$ cat src/rtl/msm_pkg.sv
package msm_pkg;
  // register map
  localparam logic [7:0] ADDR_STATUS1    = 8'h00;
  localparam logic [7:0] ADDR_STATUS2    = 8'h01;
  localparam logic [7:0] ADDR_SUP_LOW    = 8'h03;
  localparam logic [7:0] ADDR_TEMP_LOW   = 8'h04;
  localparam logic [7:0] ADDR_AIN_LOW    = 8'h05;
  localparam logic [7:0] ADDR_RES_HI     = 8'h06;
  localparam logic [7:0] ADDR_CTRL1      = 8'h18;
  localparam logic [7:0] ADDR_CTRL2      = 8'h19;
  localparam logic [7:0] ADDR_CTRL3      = 8'h1a;
  localparam logic [7:0] ADDR_MASK1      = 8'h1d;
  localparam logic [7:0] ADDR_MASK2      = 8'h1e;
  localparam logic [7:0] ADDR_INT_OFS    = 8'h1f;
  localparam logic [7:0] ADDR_DAC_OFS_I  = 8'h21;
  localparam logic [7:0] ADDR_DAC_OFS_E  = 8'h22;
  localparam logic [7:0] ADDR_LIM_BASE   = 8'h2b;
  localparam int         NUM_CHAN        = 7;
  localparam int         NUM_LIM         = 14;
  localparam logic [7:0] ADDR_LIM_LAST   = 8'h38;
  localparam logic [7:0] ADDR_RES_HI_END = 8'h0c;

  // field positions
  localparam int CF1_EN     = 0;
  localparam int CF1_PIN_LO = 1;
  localparam int CF1_PIN_HI = 2;
  localparam int CF1_POL    = 3;
  localparam int CF2_SEL_LO = 0;
  localparam int CF2_SEL_HI = 2;
  localparam int CF2_SINGLE = 4;
  localparam int CF2_AVGOFF = 5;
  localparam int CF3_DAC10  = 1;
  localparam int CF3_REFVDD = 4;

  // reset values
  localparam logic [7:0] CTRL1_RST   = 8'h00;
  localparam logic [7:0] CTRL2_RST   = 8'h00;
  localparam logic [7:0] CTRL3_RST   = 8'h00;
  localparam logic [7:0] MASK_RST    = 8'h00;
  localparam logic [7:0] INT_OFS_RST = 8'h00;
  localparam logic [7:0] DAC_OFS_RST = 8'hd8;
  localparam logic [7:0] LIM_HI_RST  = 8'hff;
  localparam logic [7:0] LIM_LO_RST  = 8'h00;

  localparam logic [3:0]  AVG_LAST   = 4'hf;
  localparam logic [9:0]  DAC10_FULL = 10'h3ff;
  localparam logic [9:0]  DAC8_FULL  = 10'h0ff;

  typedef enum logic [1:0] {
    ST_IDLE  = 2'b00,
    ST_START = 2'b01,
    ST_WAIT  = 2'b11,
    ST_STORE = 2'b10
  } msm_state_type;

  typedef enum logic [2:0] {
    CH_SUPPLY = 3'h0,
    CH_INT    = 3'h1,
    CH_EXT    = 3'h2,
    CH_ANALOG_INPUT_ONE   = 3'h3,
    CH_ANALOG_INPUT_TWO   = 3'h4,
    CH_ANALOG_INPUT_THREE   = 3'h5,
    CH_ANALOG_INPUT_FOUR   = 3'h6
  } msm_chan_type;

  typedef struct packed {
    logic       wr;
    logic       rd;
    logic [7:0] addr;
    logic [7:0] data;
  } msm_reg_req_type;

  typedef struct packed {
    logic         start;
    logic         rst;
    logic         refVdd;
    logic         pinsAnalog;
    msm_chan_type chan;
  } msm_adc_ctl_type;

  typedef struct packed {
    logic       done;
    logic [9:0] code;
  } msm_adc_res_type;

  typedef struct packed {
    logic       update;
    logic [9:0] intCode;
    logic [9:0] extCode;
  } msm_dac_type;

  typedef struct packed {
    msm_state_type                  state;
    msm_chan_type                   seqChan;
    logic [3:0]                     avgCnt;
    logic [13:0]                    acc;
    logic [7:0]                     ctrl1;
    logic [7:0]                     ctrl2;
    logic [7:0]                     ctrl3;
    logic [7:0]                     mask1;
    logic [7:0]                     mask2;
    logic [7:0]                     intOfs;
    logic [7:0]                     dacOfsI;
    logic [7:0]                     dacOfsE;
    logic [7:0]                     status1;
    logic [7:0]                     status2;
    logic [NUM_LIM-1:0][7:0]        limits;
    logic [NUM_CHAN-1:0][9:0]       results;
    logic [7:0]                     rdData;
    logic                           alert;
    msm_adc_ctl_type                adc;
    msm_dac_type                    dac;
  } msm_state_all_type;
endpackage : msm_pkg

$ cat src/rtl/measurement_sequencer_monitor.sv
`timescale 1ns/1ps
`default_nettype none

// Operation
// - third control bit selects internal reference when clear, supply rail when set
// - pin pair field picks external diode or analog inputs one and two
// - analog results are 10-bit straight binary, LSB is reference over 1024
// - high flag when result above high limit, low flag when at or below low
// - limits are 8 bits, analog results are 10 bits
// - unmasked analog and temperature violations set first status register flags
// - any unmasked flag drives alert to its polarity-selected active level
// - single-channel mode repeatedly converts only the selected channel
// - round robin: supply, internal, external or inputs one/two, three, four
// - round robin runs continuously, both temperatures every pass while the pin pair is set to the external diode
// - temperatures compared with their own limits, unmasked violations set flags
// - temperature spans -128 to +127 degrees with quarter-degree steps
// - with averaging on, sixteen samples are taken and averaged
// - averaging on after reset, one second-control bit disables it
// - finished temperature result is loaded into its readable value register
// - serial activity aborts conversion and resets the converter, restart after
// - supply result split: two low bits in one register, eight high in another
// - unmasked supply violation sets second status flag and feeds alert
// - supply conversion always uses internal reference, scaled so 7 V is full scale
// - DAC code is temperature minus zero-volt temperature, 1 or 0.25 degree LSB
// - DAC code saturates at full scale instead of wrapping
// - after reset round robin, monitoring off until conversion-enable bit set
// - single-channel mode bit disables round robin sequencing
// - internal temperature stored two's complement after adding offset register
module measurement_sequencer_monitor (
  // clock and reset
  input  wire logic                     ref_clk,
  input  wire logic                     nrst,
  // register access from the serial interface logic
  input  wire logic                     hostActive,
  input  wire msm_pkg::msm_reg_req_type regReq,
  output var  logic [7:0]               regRdData,
  // converter front end
  output var  msm_pkg::msm_adc_ctl_type adcCtl,
  input  wire msm_pkg::msm_adc_res_type adcRes,
  // thermal voltage outputs and alert
  output var  msm_pkg::msm_dac_type     dacOut,
  output var  logic                     alert
);
  import msm_pkg::*;

  msm_state_all_type s_q;
  msm_state_all_type s_d;

  logic              pinsAnalog;
  logic              singleMode;
  logic              avgOff;
  msm_chan_type      convChan;
  logic [9:0]        avgRes;
  logic [9:0]        storeVal;
  logic [7:0]        cmpVal;
  logic [7:0]        limHi;
  logic [7:0]        limLo;
  logic              isTemp;
  logic              overHi;
  logic              underLo;
  logic [7:0]        s1Set;
  logic [7:0]        s2Set;
  logic [7:0]        s1Clr;
  logic [7:0]        s2Clr;
  logic [7:0]        s1Next;
  logic [7:0]        s2Next;
  logic              anyFlag;
  msm_chan_type      roundChan;
  logic [9:0]        dacCode;
  logic [7:0]        rdMux;
  logic [7:0]        limIdx;

  function automatic msm_chan_type nextChan(input msm_chan_type ch, input logic analog);
    case (ch)
      CH_SUPPLY: nextChan = CH_INT;
      CH_INT:    nextChan = analog ? CH_ANALOG_INPUT_ONE : CH_EXT;
      CH_EXT:    nextChan = CH_ANALOG_INPUT_THREE;
      CH_ANALOG_INPUT_ONE:   nextChan = CH_ANALOG_INPUT_TWO;
      CH_ANALOG_INPUT_TWO:   nextChan = CH_ANALOG_INPUT_THREE;
      CH_ANALOG_INPUT_THREE:   nextChan = CH_ANALOG_INPUT_FOUR;
      default:   nextChan = CH_SUPPLY;
    endcase
  endfunction : nextChan

  // DAC code for one temperature result and its zero-volt offset
  function automatic logic [9:0] dacMap(input logic [9:0] t, input logic [7:0] ofs, input logic ten);
    logic [11:0] diff;
    diff = 12'h000;
    if (ten) begin
      diff = {{2{t[9]}}, t} - {{2{ofs[7]}}, ofs, 2'b00};
      if (diff[11])
        dacMap = 10'h000;
      else if (diff > {2'b00, DAC10_FULL})
        dacMap = DAC10_FULL;
      else
        dacMap = diff[9:0];
    end else begin
      diff = {{4{t[9]}}, t[9:2]} - {{4{ofs[7]}}, ofs};
      if (diff[11])
        dacMap = 10'h000;
      else if (diff > {2'b00, DAC8_FULL})
        dacMap = DAC8_FULL;
      else
        dacMap = diff[9:0];
    end
  endfunction : dacMap

  always_comb begin
    pinsAnalog = s_q.ctrl1[CF1_PIN_HI:CF1_PIN_LO] != 2'b00;
    singleMode = s_q.ctrl2[CF2_SINGLE];
    avgOff     = s_q.ctrl2[CF2_AVGOFF];
    // a pin function change mid-pass must not aim the converter at the other pin use
    roundChan  = s_q.seqChan;
    if (pinsAnalog && s_q.seqChan == CH_EXT)
      roundChan = CH_ANALOG_INPUT_ONE;
    else if (!pinsAnalog && (s_q.seqChan == CH_ANALOG_INPUT_ONE || s_q.seqChan == CH_ANALOG_INPUT_TWO))
      roundChan = CH_EXT;
    convChan   = singleMode ? msm_chan_type'(s_q.ctrl2[CF2_SEL_HI:CF2_SEL_LO]) : roundChan;
    isTemp     = (s_q.adc.chan == CH_INT) || (s_q.adc.chan == CH_EXT);
    // temperature codes are signed quarter degrees, the rest unsigned
    // the sample code is gone by the store cycle, so a single sample is read back from the sum
    avgRes     = avgOff ? s_q.acc[9:0] : s_q.acc[13:4];
    storeVal   = (s_q.adc.chan == CH_INT) ? avgRes + {s_q.intOfs, 2'b00} : avgRes;
    cmpVal     = storeVal[9:2];
    limIdx     = {4'h0, s_q.adc.chan, 1'b0};
    limHi      = s_q.limits[limIdx[3:0]];
    limLo      = s_q.limits[limIdx[3:0] + 4'h1];
    if (isTemp) begin
      overHi  = $signed(cmpVal) > $signed(limHi);
      underLo = $signed(cmpVal) <= $signed(limLo);
    end else begin
      overHi  = cmpVal > limHi;
      underLo = cmpVal <= limLo;
    end
    dacCode = dacMap(storeVal,
                     (s_q.adc.chan == CH_INT) ? s_q.dacOfsI : s_q.dacOfsE,
                     s_q.ctrl3[CF3_DAC10]);

    // flags are only raised for unmasked channels
    s1Set = 8'h00;
    s2Set = 8'h00;
    if (s_q.state == ST_STORE) begin
      case (s_q.adc.chan)
        CH_SUPPLY: s2Set[1:0] = {underLo, overHi};
        CH_INT:    s1Set[1:0] = {underLo, overHi};
        CH_EXT:    s1Set[3:2] = {underLo, overHi};
        CH_ANALOG_INPUT_ONE:   s1Set[4]   = overHi | underLo;
        CH_ANALOG_INPUT_TWO:   s1Set[5]   = overHi | underLo;
        CH_ANALOG_INPUT_THREE:   s1Set[6]   = overHi | underLo;
        CH_ANALOG_INPUT_FOUR:   s1Set[7]   = overHi | underLo;
        default:   s1Set      = 8'h00;
      endcase
    end
    s1Set = s1Set & ~s_q.mask1;
    s2Set = s2Set & ~s_q.mask2;
    // status clears on read; a same-cycle event wins
    s1Clr  = (regReq.rd && regReq.addr == ADDR_STATUS1) ? 8'hff : 8'h00;
    s2Clr  = (regReq.rd && regReq.addr == ADDR_STATUS2) ? 8'hff : 8'h00;
    s1Next = (s_q.status1 & ~s1Clr) | s1Set;
    s2Next = (s_q.status2 & ~s2Clr) | s2Set;
    anyFlag = |(s1Next & ~s_q.mask1) || |(s2Next & ~s_q.mask2);

    rdMux = 8'h00;
    if (regReq.addr >= ADDR_LIM_BASE && regReq.addr <= ADDR_LIM_LAST) begin
      rdMux = s_q.limits[4'(regReq.addr - ADDR_LIM_BASE)];
    end else if (regReq.addr >= ADDR_RES_HI && regReq.addr <= ADDR_RES_HI_END) begin
      rdMux = s_q.results[3'(regReq.addr - ADDR_RES_HI)][9:2];
    end else begin
      case (regReq.addr)
        ADDR_STATUS1:   rdMux = s_q.status1;
        ADDR_STATUS2:   rdMux = s_q.status2;
        ADDR_SUP_LOW:   rdMux = {6'h00, s_q.results[CH_SUPPLY][1:0]};
        ADDR_TEMP_LOW:  rdMux = {4'h0, s_q.results[CH_EXT][1:0], s_q.results[CH_INT][1:0]};
        ADDR_AIN_LOW:   rdMux = {s_q.results[CH_ANALOG_INPUT_FOUR][1:0], s_q.results[CH_ANALOG_INPUT_THREE][1:0],
                                 s_q.results[CH_ANALOG_INPUT_TWO][1:0], s_q.results[CH_ANALOG_INPUT_ONE][1:0]};
        ADDR_CTRL1:     rdMux = s_q.ctrl1;
        ADDR_CTRL2:     rdMux = s_q.ctrl2;
        ADDR_CTRL3:     rdMux = s_q.ctrl3;
        ADDR_MASK1:     rdMux = s_q.mask1;
        ADDR_MASK2:     rdMux = s_q.mask2;
        ADDR_INT_OFS:   rdMux = s_q.intOfs;
        ADDR_DAC_OFS_I: rdMux = s_q.dacOfsI;
        ADDR_DAC_OFS_E: rdMux = s_q.dacOfsE;
        default:        rdMux = 8'h00;
      endcase
    end

    s_d            = s_q;
    s_d.adc.start  = 1'b0;
    s_d.adc.rst    = 1'b0;
    s_d.dac.update = 1'b0;
    s_d.status1    = s1Next;
    s_d.status2    = s2Next;
    s_d.alert      = s_q.ctrl1[CF1_POL] ? anyFlag : ~anyFlag;
    s_d.adc.pinsAnalog = pinsAnalog;
    if (regReq.rd)
      s_d.rdData = rdMux;

    if (regReq.wr) begin
      if (regReq.addr >= ADDR_LIM_BASE && regReq.addr <= ADDR_LIM_LAST) begin
        s_d.limits[4'(regReq.addr - ADDR_LIM_BASE)] = regReq.data;
      end else begin
        case (regReq.addr)
          ADDR_CTRL1:     s_d.ctrl1   = regReq.data;
          ADDR_CTRL2:     s_d.ctrl2   = regReq.data;
          ADDR_CTRL3:     s_d.ctrl3   = regReq.data;
          ADDR_MASK1:     s_d.mask1   = regReq.data;
          ADDR_MASK2:     s_d.mask2   = regReq.data;
          ADDR_INT_OFS:   s_d.intOfs  = regReq.data;
          ADDR_DAC_OFS_I: s_d.dacOfsI = regReq.data;
          ADDR_DAC_OFS_E: s_d.dacOfsE = regReq.data;
          default:        s_d.ctrl1   = s_q.ctrl1;
        endcase
      end
    end

    case (s_q.state)
      ST_IDLE: begin
        if (s_q.ctrl1[CF1_EN]) begin
          s_d.adc.chan   = convChan;
          // supply and temperatures never use the rail as reference
          s_d.adc.refVdd = s_q.ctrl3[CF3_REFVDD] && convChan >= CH_ANALOG_INPUT_ONE;
          s_d.acc        = 14'h0000;
          s_d.avgCnt     = 4'h0;
          s_d.state      = ST_START;
        end
      end
      ST_START: begin
        s_d.adc.start = 1'b1;
        s_d.state     = ST_WAIT;
      end
      ST_WAIT: begin
        if (adcRes.done) begin
          s_d.acc    = s_q.acc + (isTemp ? {{4{adcRes.code[9]}}, adcRes.code}
                                         : {4'h0, adcRes.code});
          s_d.avgCnt = s_q.avgCnt + 4'h1;
          s_d.state  = (avgOff || s_q.avgCnt == AVG_LAST) ? ST_STORE : ST_START;
        end
      end
      ST_STORE: begin
        s_d.results[s_q.adc.chan] = storeVal;
        if (isTemp) begin
          s_d.dac.update = 1'b1;
          if (s_q.adc.chan == CH_INT)
            s_d.dac.intCode = dacCode;
          else
            s_d.dac.extCode = dacCode;
        end
        s_d.seqChan = nextChan(s_q.adc.chan, pinsAnalog);
        s_d.state   = ST_IDLE;
      end
      default: s_d.state = ST_IDLE;
    endcase

    // serial activity wins over everything in the sequencer
    if (hostActive) begin
      s_d.state     = ST_IDLE;
      s_d.adc.start = 1'b0;
      s_d.adc.rst   = 1'b1;
      s_d.acc       = 14'h0000;
      s_d.avgCnt    = 4'h0;
    end
  end

  always_ff @(posedge ref_clk) begin
    if (!nrst) begin
      s_q         <= '0;
      s_q.state   <= ST_IDLE;
      s_q.seqChan <= CH_SUPPLY;
      s_q.ctrl1   <= CTRL1_RST;
      s_q.ctrl2   <= CTRL2_RST;
      s_q.ctrl3   <= CTRL3_RST;
      s_q.mask1   <= MASK_RST;
      s_q.mask2   <= MASK_RST;
      s_q.intOfs  <= INT_OFS_RST;
      s_q.dacOfsI <= DAC_OFS_RST;
      s_q.dacOfsE <= DAC_OFS_RST;
      for (int i = 0; i < NUM_LIM; i = i + 2) begin
        s_q.limits[i]     <= LIM_HI_RST;
        s_q.limits[i + 1] <= LIM_LO_RST;
      end
      s_q.alert   <= 1'b1;
    end else begin
      s_q <= s_d;
    end
  end

  assign regRdData = s_q.rdData;
  assign adcCtl    = s_q.adc;
  assign dacOut    = s_q.dac;
  assign alert     = s_q.alert;
endmodule : measurement_sequencer_monitor

`default_nettype wire

$ cat config.mk
export PLATFORM = sky130hd
export DESIGN_NAME = measurement_sequencer_monitor
export DESIGN_NICKNAME = d
export VERILOG_FILES = /design/src/rtl/msm_pkg.sv /design/src/rtl/measurement_sequencer_monitor.sv
export SDC_FILE = /design/constraint.sdc
export NUM_CORES = 1
export LEC_CHECK = 0
export BUFFER_PORTS_ARGS = -buffer_cell sky130_fd_sc_hd__buf_2
export CAP_MARGIN = 20
export CORE_UTILIZATION = 65
export CTS_BUF_LIST = sky130_fd_sc_hd__clkbuf_8
export DETAILED_ROUTE_END_ITERATION = 6
export PLACE_DENSITY = 0.86
export SKIP_CTS_REPAIR_TIMING = 1
export SYNTH_ARGS = -nofsm -noshare
export SYNTH_HDL_FRONTEND = slang
export SYNTH_SLANG_ARGS = --single-unit
$ cat constraint.sdc
create_clock -name ref_clk -period 6.89 [get_ports ref_clk]
set_input_delay 1.0335 -clock ref_clk [delete_from_list [all_inputs] [get_ports ref_clk]]
set_output_delay 1.0335 -clock ref_clk [all_outputs]
set_load 0.03 [all_outputs]
**Yosys cells after proc, flatten, opt, wreduce, memory -nomap -nowiden**

Index checks and enable logic that the tools add are counted.

- Add/subtract/negate cells: 8
- $lt $le $gt $ge: 18
- Equal/unequal tests: 27
- Multiplexer cells: 57
- Bitwise operators: 17
- Reductions and logical operators: 38

Operators by type and width:

| kind | number |
|---|---|
| $bwmux 112 | 1 |
| $mux 10 | 11 |
| $pmux 8 s13 | 1 |
| $mux 8 | 10 |
| $bwmux 70 | 1 |
| $bmux 8 s4 | 2 |
| $eq 8x5->1 const B | 6 |
| $and 8x8->8 | 5 |
| $mux 18 | 2 |
| $pmux 18 s2 | 1 |
| $reduce_and 3->1 | 11 |
| $demux 8 s4 | 1 |
| $not 8->8 | 4 |
| $bmux 10 s3 | 1 |
| $demux 10 s3 | 1 |
| $bmux 8 s3 | 1 |
| $mux 21 | 1 |
| $eq 8x3->1 const B | 2 |
| $eq 8x6->1 const B | 2 |
| $gt 8x8->1 | 2 |
| $le 8x8->1 | 2 |
| $or 8x8->8 | 2 |
| $reduce_or 8->1 | 2 |
| $lt 4x5->1 const B | 3 |
| other kinds (44) | 90 |

- Register bits: 322
- Bits of input ports: 32
- Output and inout bits: 37
- Word-level logic and storage cells: 210

**Logic depth before layout (Yosys ltp)**

- Depth in word-level cells: 15
- Mapped depth: 21
- Mapped depth without buffers: 20

**Least setup slack after synthesis**

Ideal clock, no wire load.

- Kind: register -> register
- Start point: register s_q (netlist bit avgOff)
- End point: register, netlist name alert
- Setup time: 0.123 ns
- Arrival: 4.315 ns
- Required time: 6.767 ns
- Setup slack: 2.451 ns
- Stages on the path, launching flop included: 20
- Path buffers: 1
- Clock period less this slack: 4.439 ns
- Cell sequence: dfxtp_1 buf_1 mux2_2 ha_1 inv_1 fa_1 nor2b_1 o21ai_0 nand2b_1 xor2_1 nor2_1 nor2_1 ha_1 and2_1 a2111oi_4 a31oi_1 a211o_1 a21boi_4 a311oi_2 mux2_1

- Cells in the longest elaborated chain, start to end: 15
- Elaborated cells between the ends (all ways): 30
- Classes of those cells: 1 x add/sub; 4 x order compare; 14 x mux; 8 x bitwise; 3 x reduce/logical

Ends and longest elaborated chain:

| item | RTL line | RTL |
|---|---|---|
| from (decl) | measurement_sequencer_monitor.sv:46 | `msm_state_all_type s_q;` |
| $mux 10 (*) | measurement_sequencer_monitor.sv:122 | `avgRes = avgOff ? s_q.acc[9:0] : s_q.acc[13:4];` |
| $add 10x10->10 | measurement_sequencer_monitor.sv:123 | `storeVal = (s_q.adc.chan == CH_INT) ? avgRes + {s_q.intOfs, 2'b00} : avgRes;` |
| $mux 10 (*) | measurement_sequencer_monitor.sv:123 |  |
| via storeVal[6] | measurement_sequencer_monitor.sv:54 | `logic [9:0] storeVal;` |
| $gt 8x8->1, or another cell as far along | measurement_sequencer_monitor.sv:132 | `overHi = cmpVal > limHi;` |
| $mux 1 | measurement_sequencer_monitor.sv:128 | `if (isTemp) begin` |
| $or 1x1->1 | - |  |
| $mux 1 | measurement_sequencer_monitor.sv:143 | `case (s_q.adc.chan)` |
| $mux 8 | measurement_sequencer_monitor.sv:142 | `if (s_q.state == ST_STORE) begin` |
| $and 8x8->8 | measurement_sequencer_monitor.sv:154 | `s1Set = s1Set & ~s_q.mask1;` |
| $or 8x8->8 | measurement_sequencer_monitor.sv:159 | `s1Next = (s_q.status1 & ~s1Clr) \| s1Set;` |
| $and 8x8->8 | measurement_sequencer_monitor.sv:161 | `anyFlag = \|(s1Next & ~s_q.mask1) \|\| \|(s2Next & ~s_q.mask2);` |
| $reduce_or 8->1 | measurement_sequencer_monitor.sv:161 |  |
| $logic_or 1x1->1 (*) | measurement_sequencer_monitor.sv:161 |  |
| $not 1->1 | measurement_sequencer_monitor.sv:194 | `s_d.alert = s_q.ctrl1[CF1_POL] ? anyFlag : ~anyFlag;` |
| $mux 1 (*) | measurement_sequencer_monitor.sv:194 |  |

Mark *: on every way through the listed nets, which the timed path passes. The rest lies on a longest branch.
A chain may end at the register's enable or synchronous reset.

**Worst setup path in the final report**

- Start point: register s_q (netlist bit avgOff)
- End point: register, netlist name alert

- Cells in the longest elaborated chain, start to end: 15
- Elaborated cells between the ends (all ways): 30
- Classes of those cells: 1 x add/sub; 4 x order compare; 14 x mux; 8 x bitwise; 3 x reduce/logical

Ends and longest elaborated chain:

| item | RTL line |
|---|---|
| $mux 10 (*) | measurement_sequencer_monitor.sv:122 |
| $add 10x10->10 | measurement_sequencer_monitor.sv:123 |
| $mux 10 (*) | measurement_sequencer_monitor.sv:123 |
| via storeVal[6] | measurement_sequencer_monitor.sv:54 |
| $gt 8x8->1, or another cell as far along | measurement_sequencer_monitor.sv:132 |
| $mux 1 | measurement_sequencer_monitor.sv:128 |
| $or 1x1->1 | - |
| $mux 1 | measurement_sequencer_monitor.sv:143 |
| $mux 8 | measurement_sequencer_monitor.sv:142 |
| $and 8x8->8 | measurement_sequencer_monitor.sv:154 |
| $or 8x8->8 | measurement_sequencer_monitor.sv:159 |
| $and 8x8->8 | measurement_sequencer_monitor.sv:161 |
| $reduce_or 8->1 | measurement_sequencer_monitor.sv:161 |
| $logic_or 1x1->1 (*) | measurement_sequencer_monitor.sv:161 |
| $not 1->1 | measurement_sequencer_monitor.sv:194 |
| $mux 1 (*) | measurement_sequencer_monitor.sv:194 |

Marked as above.

==> qor.yml <==
status: "finished with violations"
violations: "design-rule violations"
routedWlPerCell_um: 22.7
skew_ps: 41.2
path_cells: "mux2_2, ha_1, inv_1, fa_1, nor2b_1, o21ai_0, nand2b_1, xor2_1, nor2_1, nor2_1, ha_1, and2_1, a2111oi_4, a31oi_1, a311oi_1, o31ai_1, a311oi_2, mux2_1"
max_freq_ghz: 0.198
die-area_um2: 27400
reg2reg_from: "avgOff$_SDFFE_PN0P_"
regArea_um2: 6450
clkSlewWorstSetupHoldPaths_ps: 70
ant_nets: 0
vias_per_cell: 6.76
die_h_um: 166
min_path_cells: 2
gp_congestion: 1.10
synthDistinctLibCells: 71
drt_iter0_drc: 2532
drcViolationCount: 6
hold_path_class: "flip-flop to flip-flop"
grt_pass1_vias: 15100
reg2reg_depth: 18
cp-end-kind: "flip-flop"
multi_input_area_um2: 9900
synth_top_cell_area_share_pct: 37.0
ios: 69
power.leakage_nw: 6.94
hold_viol: 0
dr.pass1.iters: 7
dp_cells: 2308
critPathSlowestCell: "dfxtp_1"
rrSetupSlack_ps: 1840
worst_ir_drop_vdd_v: 0.000184
hold_end: "dacOut[14]$_SDFFE_PN0P_"
setup_viol: 0
crit_family: "compound AO/OA/AOI/OAI gates"
htree_num_levels: 2
grt_pass1_wl_mm: 84.9
syn_to_final_growth_pct: 7.06
core_area_um2: 26100
drt-total-wl_mm: 54.7
finalSetupTns_ps: 0
antenna_cells: 0
period_needed_ps: 5050
r2r_end: "alert$_SDFF_PN1_"
die_x_um: 166
synth_area_um2: 17400
tightestPinTransition_ps: 1190
critical_path_arrival_ps: 5530
nets: 2120
fill_cells: 2001
cts_sinks: 322
drv_slew: 0
vias: 16300
max_stage_delay_ps: 690
maxCapViolCount: 0
worstSetupStartpointType: "flip-flop"
hpwl_mm: 36.9
grt_max_degree: 133
synth-seq-cells: 322
rsz0062_at_grt: "no"
yosysWarnings: 0
clk_latency_ps: 620
path_buf_inv: 1
min_period_over_period_pct: 73.2
root_buffer: "clkbuf_8"
synth_nets: 2158
synth_edf_count: 0
netlist_instances: 2072
synth.avg_cell_area_um2: 8.40
min-delay-start: "dacOut[14]$_SDFFE_PN0P_"
fin_cells: 2409
ys.flop_type: "dfxtp_1"
slew_headroom_pct: 18.1
cts-buffers-inserted: 53
tritoncts: "yes"
critPathMaxFanout: 13
drive_gt1_share_pct: 12.8
grt_use_total_pct: 39.2
synth.area.top_cells: "dfxtp_1 37%, mux2i_1 7.6%, mux4_2 6.2%, nand2_1 6.2%, a21oi_1 5.4%"
p_per_area_nw_per_um2: 204
clock_path_buffers: 3
ys_seq_area_share_pct: 37.0
grt_overflow_total: 0
worstPathRequired_ps: 7370
worstSetupPathType: "flip-flop to flip-flop"
rows: 59
numPortBuffers: 68
synth-async-reset-ratio_pct: 0
start_util_pct: 66.6
antenna_found_initial: 1
yosysTopAreaCell: "dfxtp_1"
## layer usage
layer | wire, um | GRT usage [%]
met5 | 9 | 0
met4 | 2830 | 21.0
met3 | 7340 | 10.8
met2 | 23100 | 56.7
met1 | 21400 | 53.3
## worst max-delay path by stage
stage / from / end / slack, ps / depth (start not counted)
3_5_place_dp: avgOff$_SDFFE_PN0P_ / alert$_SDFF_PN1_ / 1930 / 18
4_1_cts: avgOff$_SDFFE_PN0P_ / alert$_SDFF_PN1_ / 1910 / 18
3_3_place_gp: avgOff$_SDFFE_PN0P_ / alert$_SDFF_PN1_ / 2110 / 19
5_1_grt: avgOff$_SDFFE_PN0P_ / alert$_SDFF_PN1_ / 1540 / 18
6_report: avgOff$_SDFFE_PN0P_ / alert$_SDFF_PN1_ / 1840 / 18
2_1_floorplan: avgOff$_SDFFE_PN0P_ / alert$_SDFF_PN1_ / 2450 / 19
## cells in the mapped netlist, drive strengths merged (4+ instances only)
cell     count
dfxtp      322
nand2      287
a21oi      188
nor2       184
nand3      174
mux2i      133
clkbuf     123
buf         72
a211oi      54
o21ai       52
ha          51
inv         48
mux4        48
nor3        29
o22ai       27
a22oi       24
a31oi       24
nand4       22
xnor2       19
o211ai      17
and3        16
nand2b      15
a221oi      10
nor2b       10
o31ai        9
xor2         9
and2         8
mux2         8
o2111ai      8
a22o         7
a21o         6
nand3b       6
or3          6
nor4         5
or2          5
a222oi       4
a32oi        4
nor3b        4
## kinds of logic (layout without fill, tap and decap cells)
family	Yosys count	after routing	share of synthesized area (%)
AND/OR/NAND/NOR	777	777	20.3
AO/OA/AOI/OAI	458	458	16.6
flip-flops	322	322	37.0
buffers and inverters	244	246	6.25
multiplexers	189	189	14.4
adder cells (fa/ha/maj)	54	54	4.01
XOR/XNOR	28	28	1.45
## layout by cell type, fill, tap and decap left out, drive strengths merged, types with 24 or more instances in the layout
cell	count
a211oi	54
o21ai	52
a21oi	188
a22oi	24
ha	51
nor3	29
nand2	287
nand3	174
buf	101
dfxtp	322
clkbuf	66
inv	70
o22ai	27
nor2	184
a31oi	24
mux2i	133
mux4	48
## metrics by stage
step	setup slack (ps)	hold WS (ps)	utilization (%)	total power [mW]	cell area, um2
after global placement	2110	439	67.0	2.13	17500
after global routing	1540	476	71.3	3.89	18600
after detailed placement	1930	445	67.0	2.14	17500
after CTS	1910	454	71.1	3.79	18600
final	1840	453	71.3	3.80	18600
after floorplan	2450	429	-	2.07	17400
## final cells by class
class / count / area share [%]
clock buffer: 65 / 4.80
timing repair buffer: 102 / 3.29
inverter: 49 / 1.01
sequential: 322 / 34.6
tap: 335 / 2.25
clock inverter: 30 / 0.926
multi-input combinational: 1506 / 53.1
## tightest hold or removal path, cell delays in order, from the launching register on
cell and delay [ps]:
dfxtp_1 300, nand2_1 50, a21oi_1 50
## power by group
group	total, mW	internal [mW]	switching, mW
registers	1.87	1.87	0.00295
clock network	1.69	0.890	0.801
logic	0.240	0.0655	0.175
## registers in the layout (all words and copies together), names as in the netlist
| register | flops |
|---|---|
| regRdData | 8 |
| dacOut | 21 |
| adcCtl | 7 |
| s_q | 284 |
| alert | 1 |
| avgOff | 1 |
Note: power is estimated with default switching activity, not from simulation.
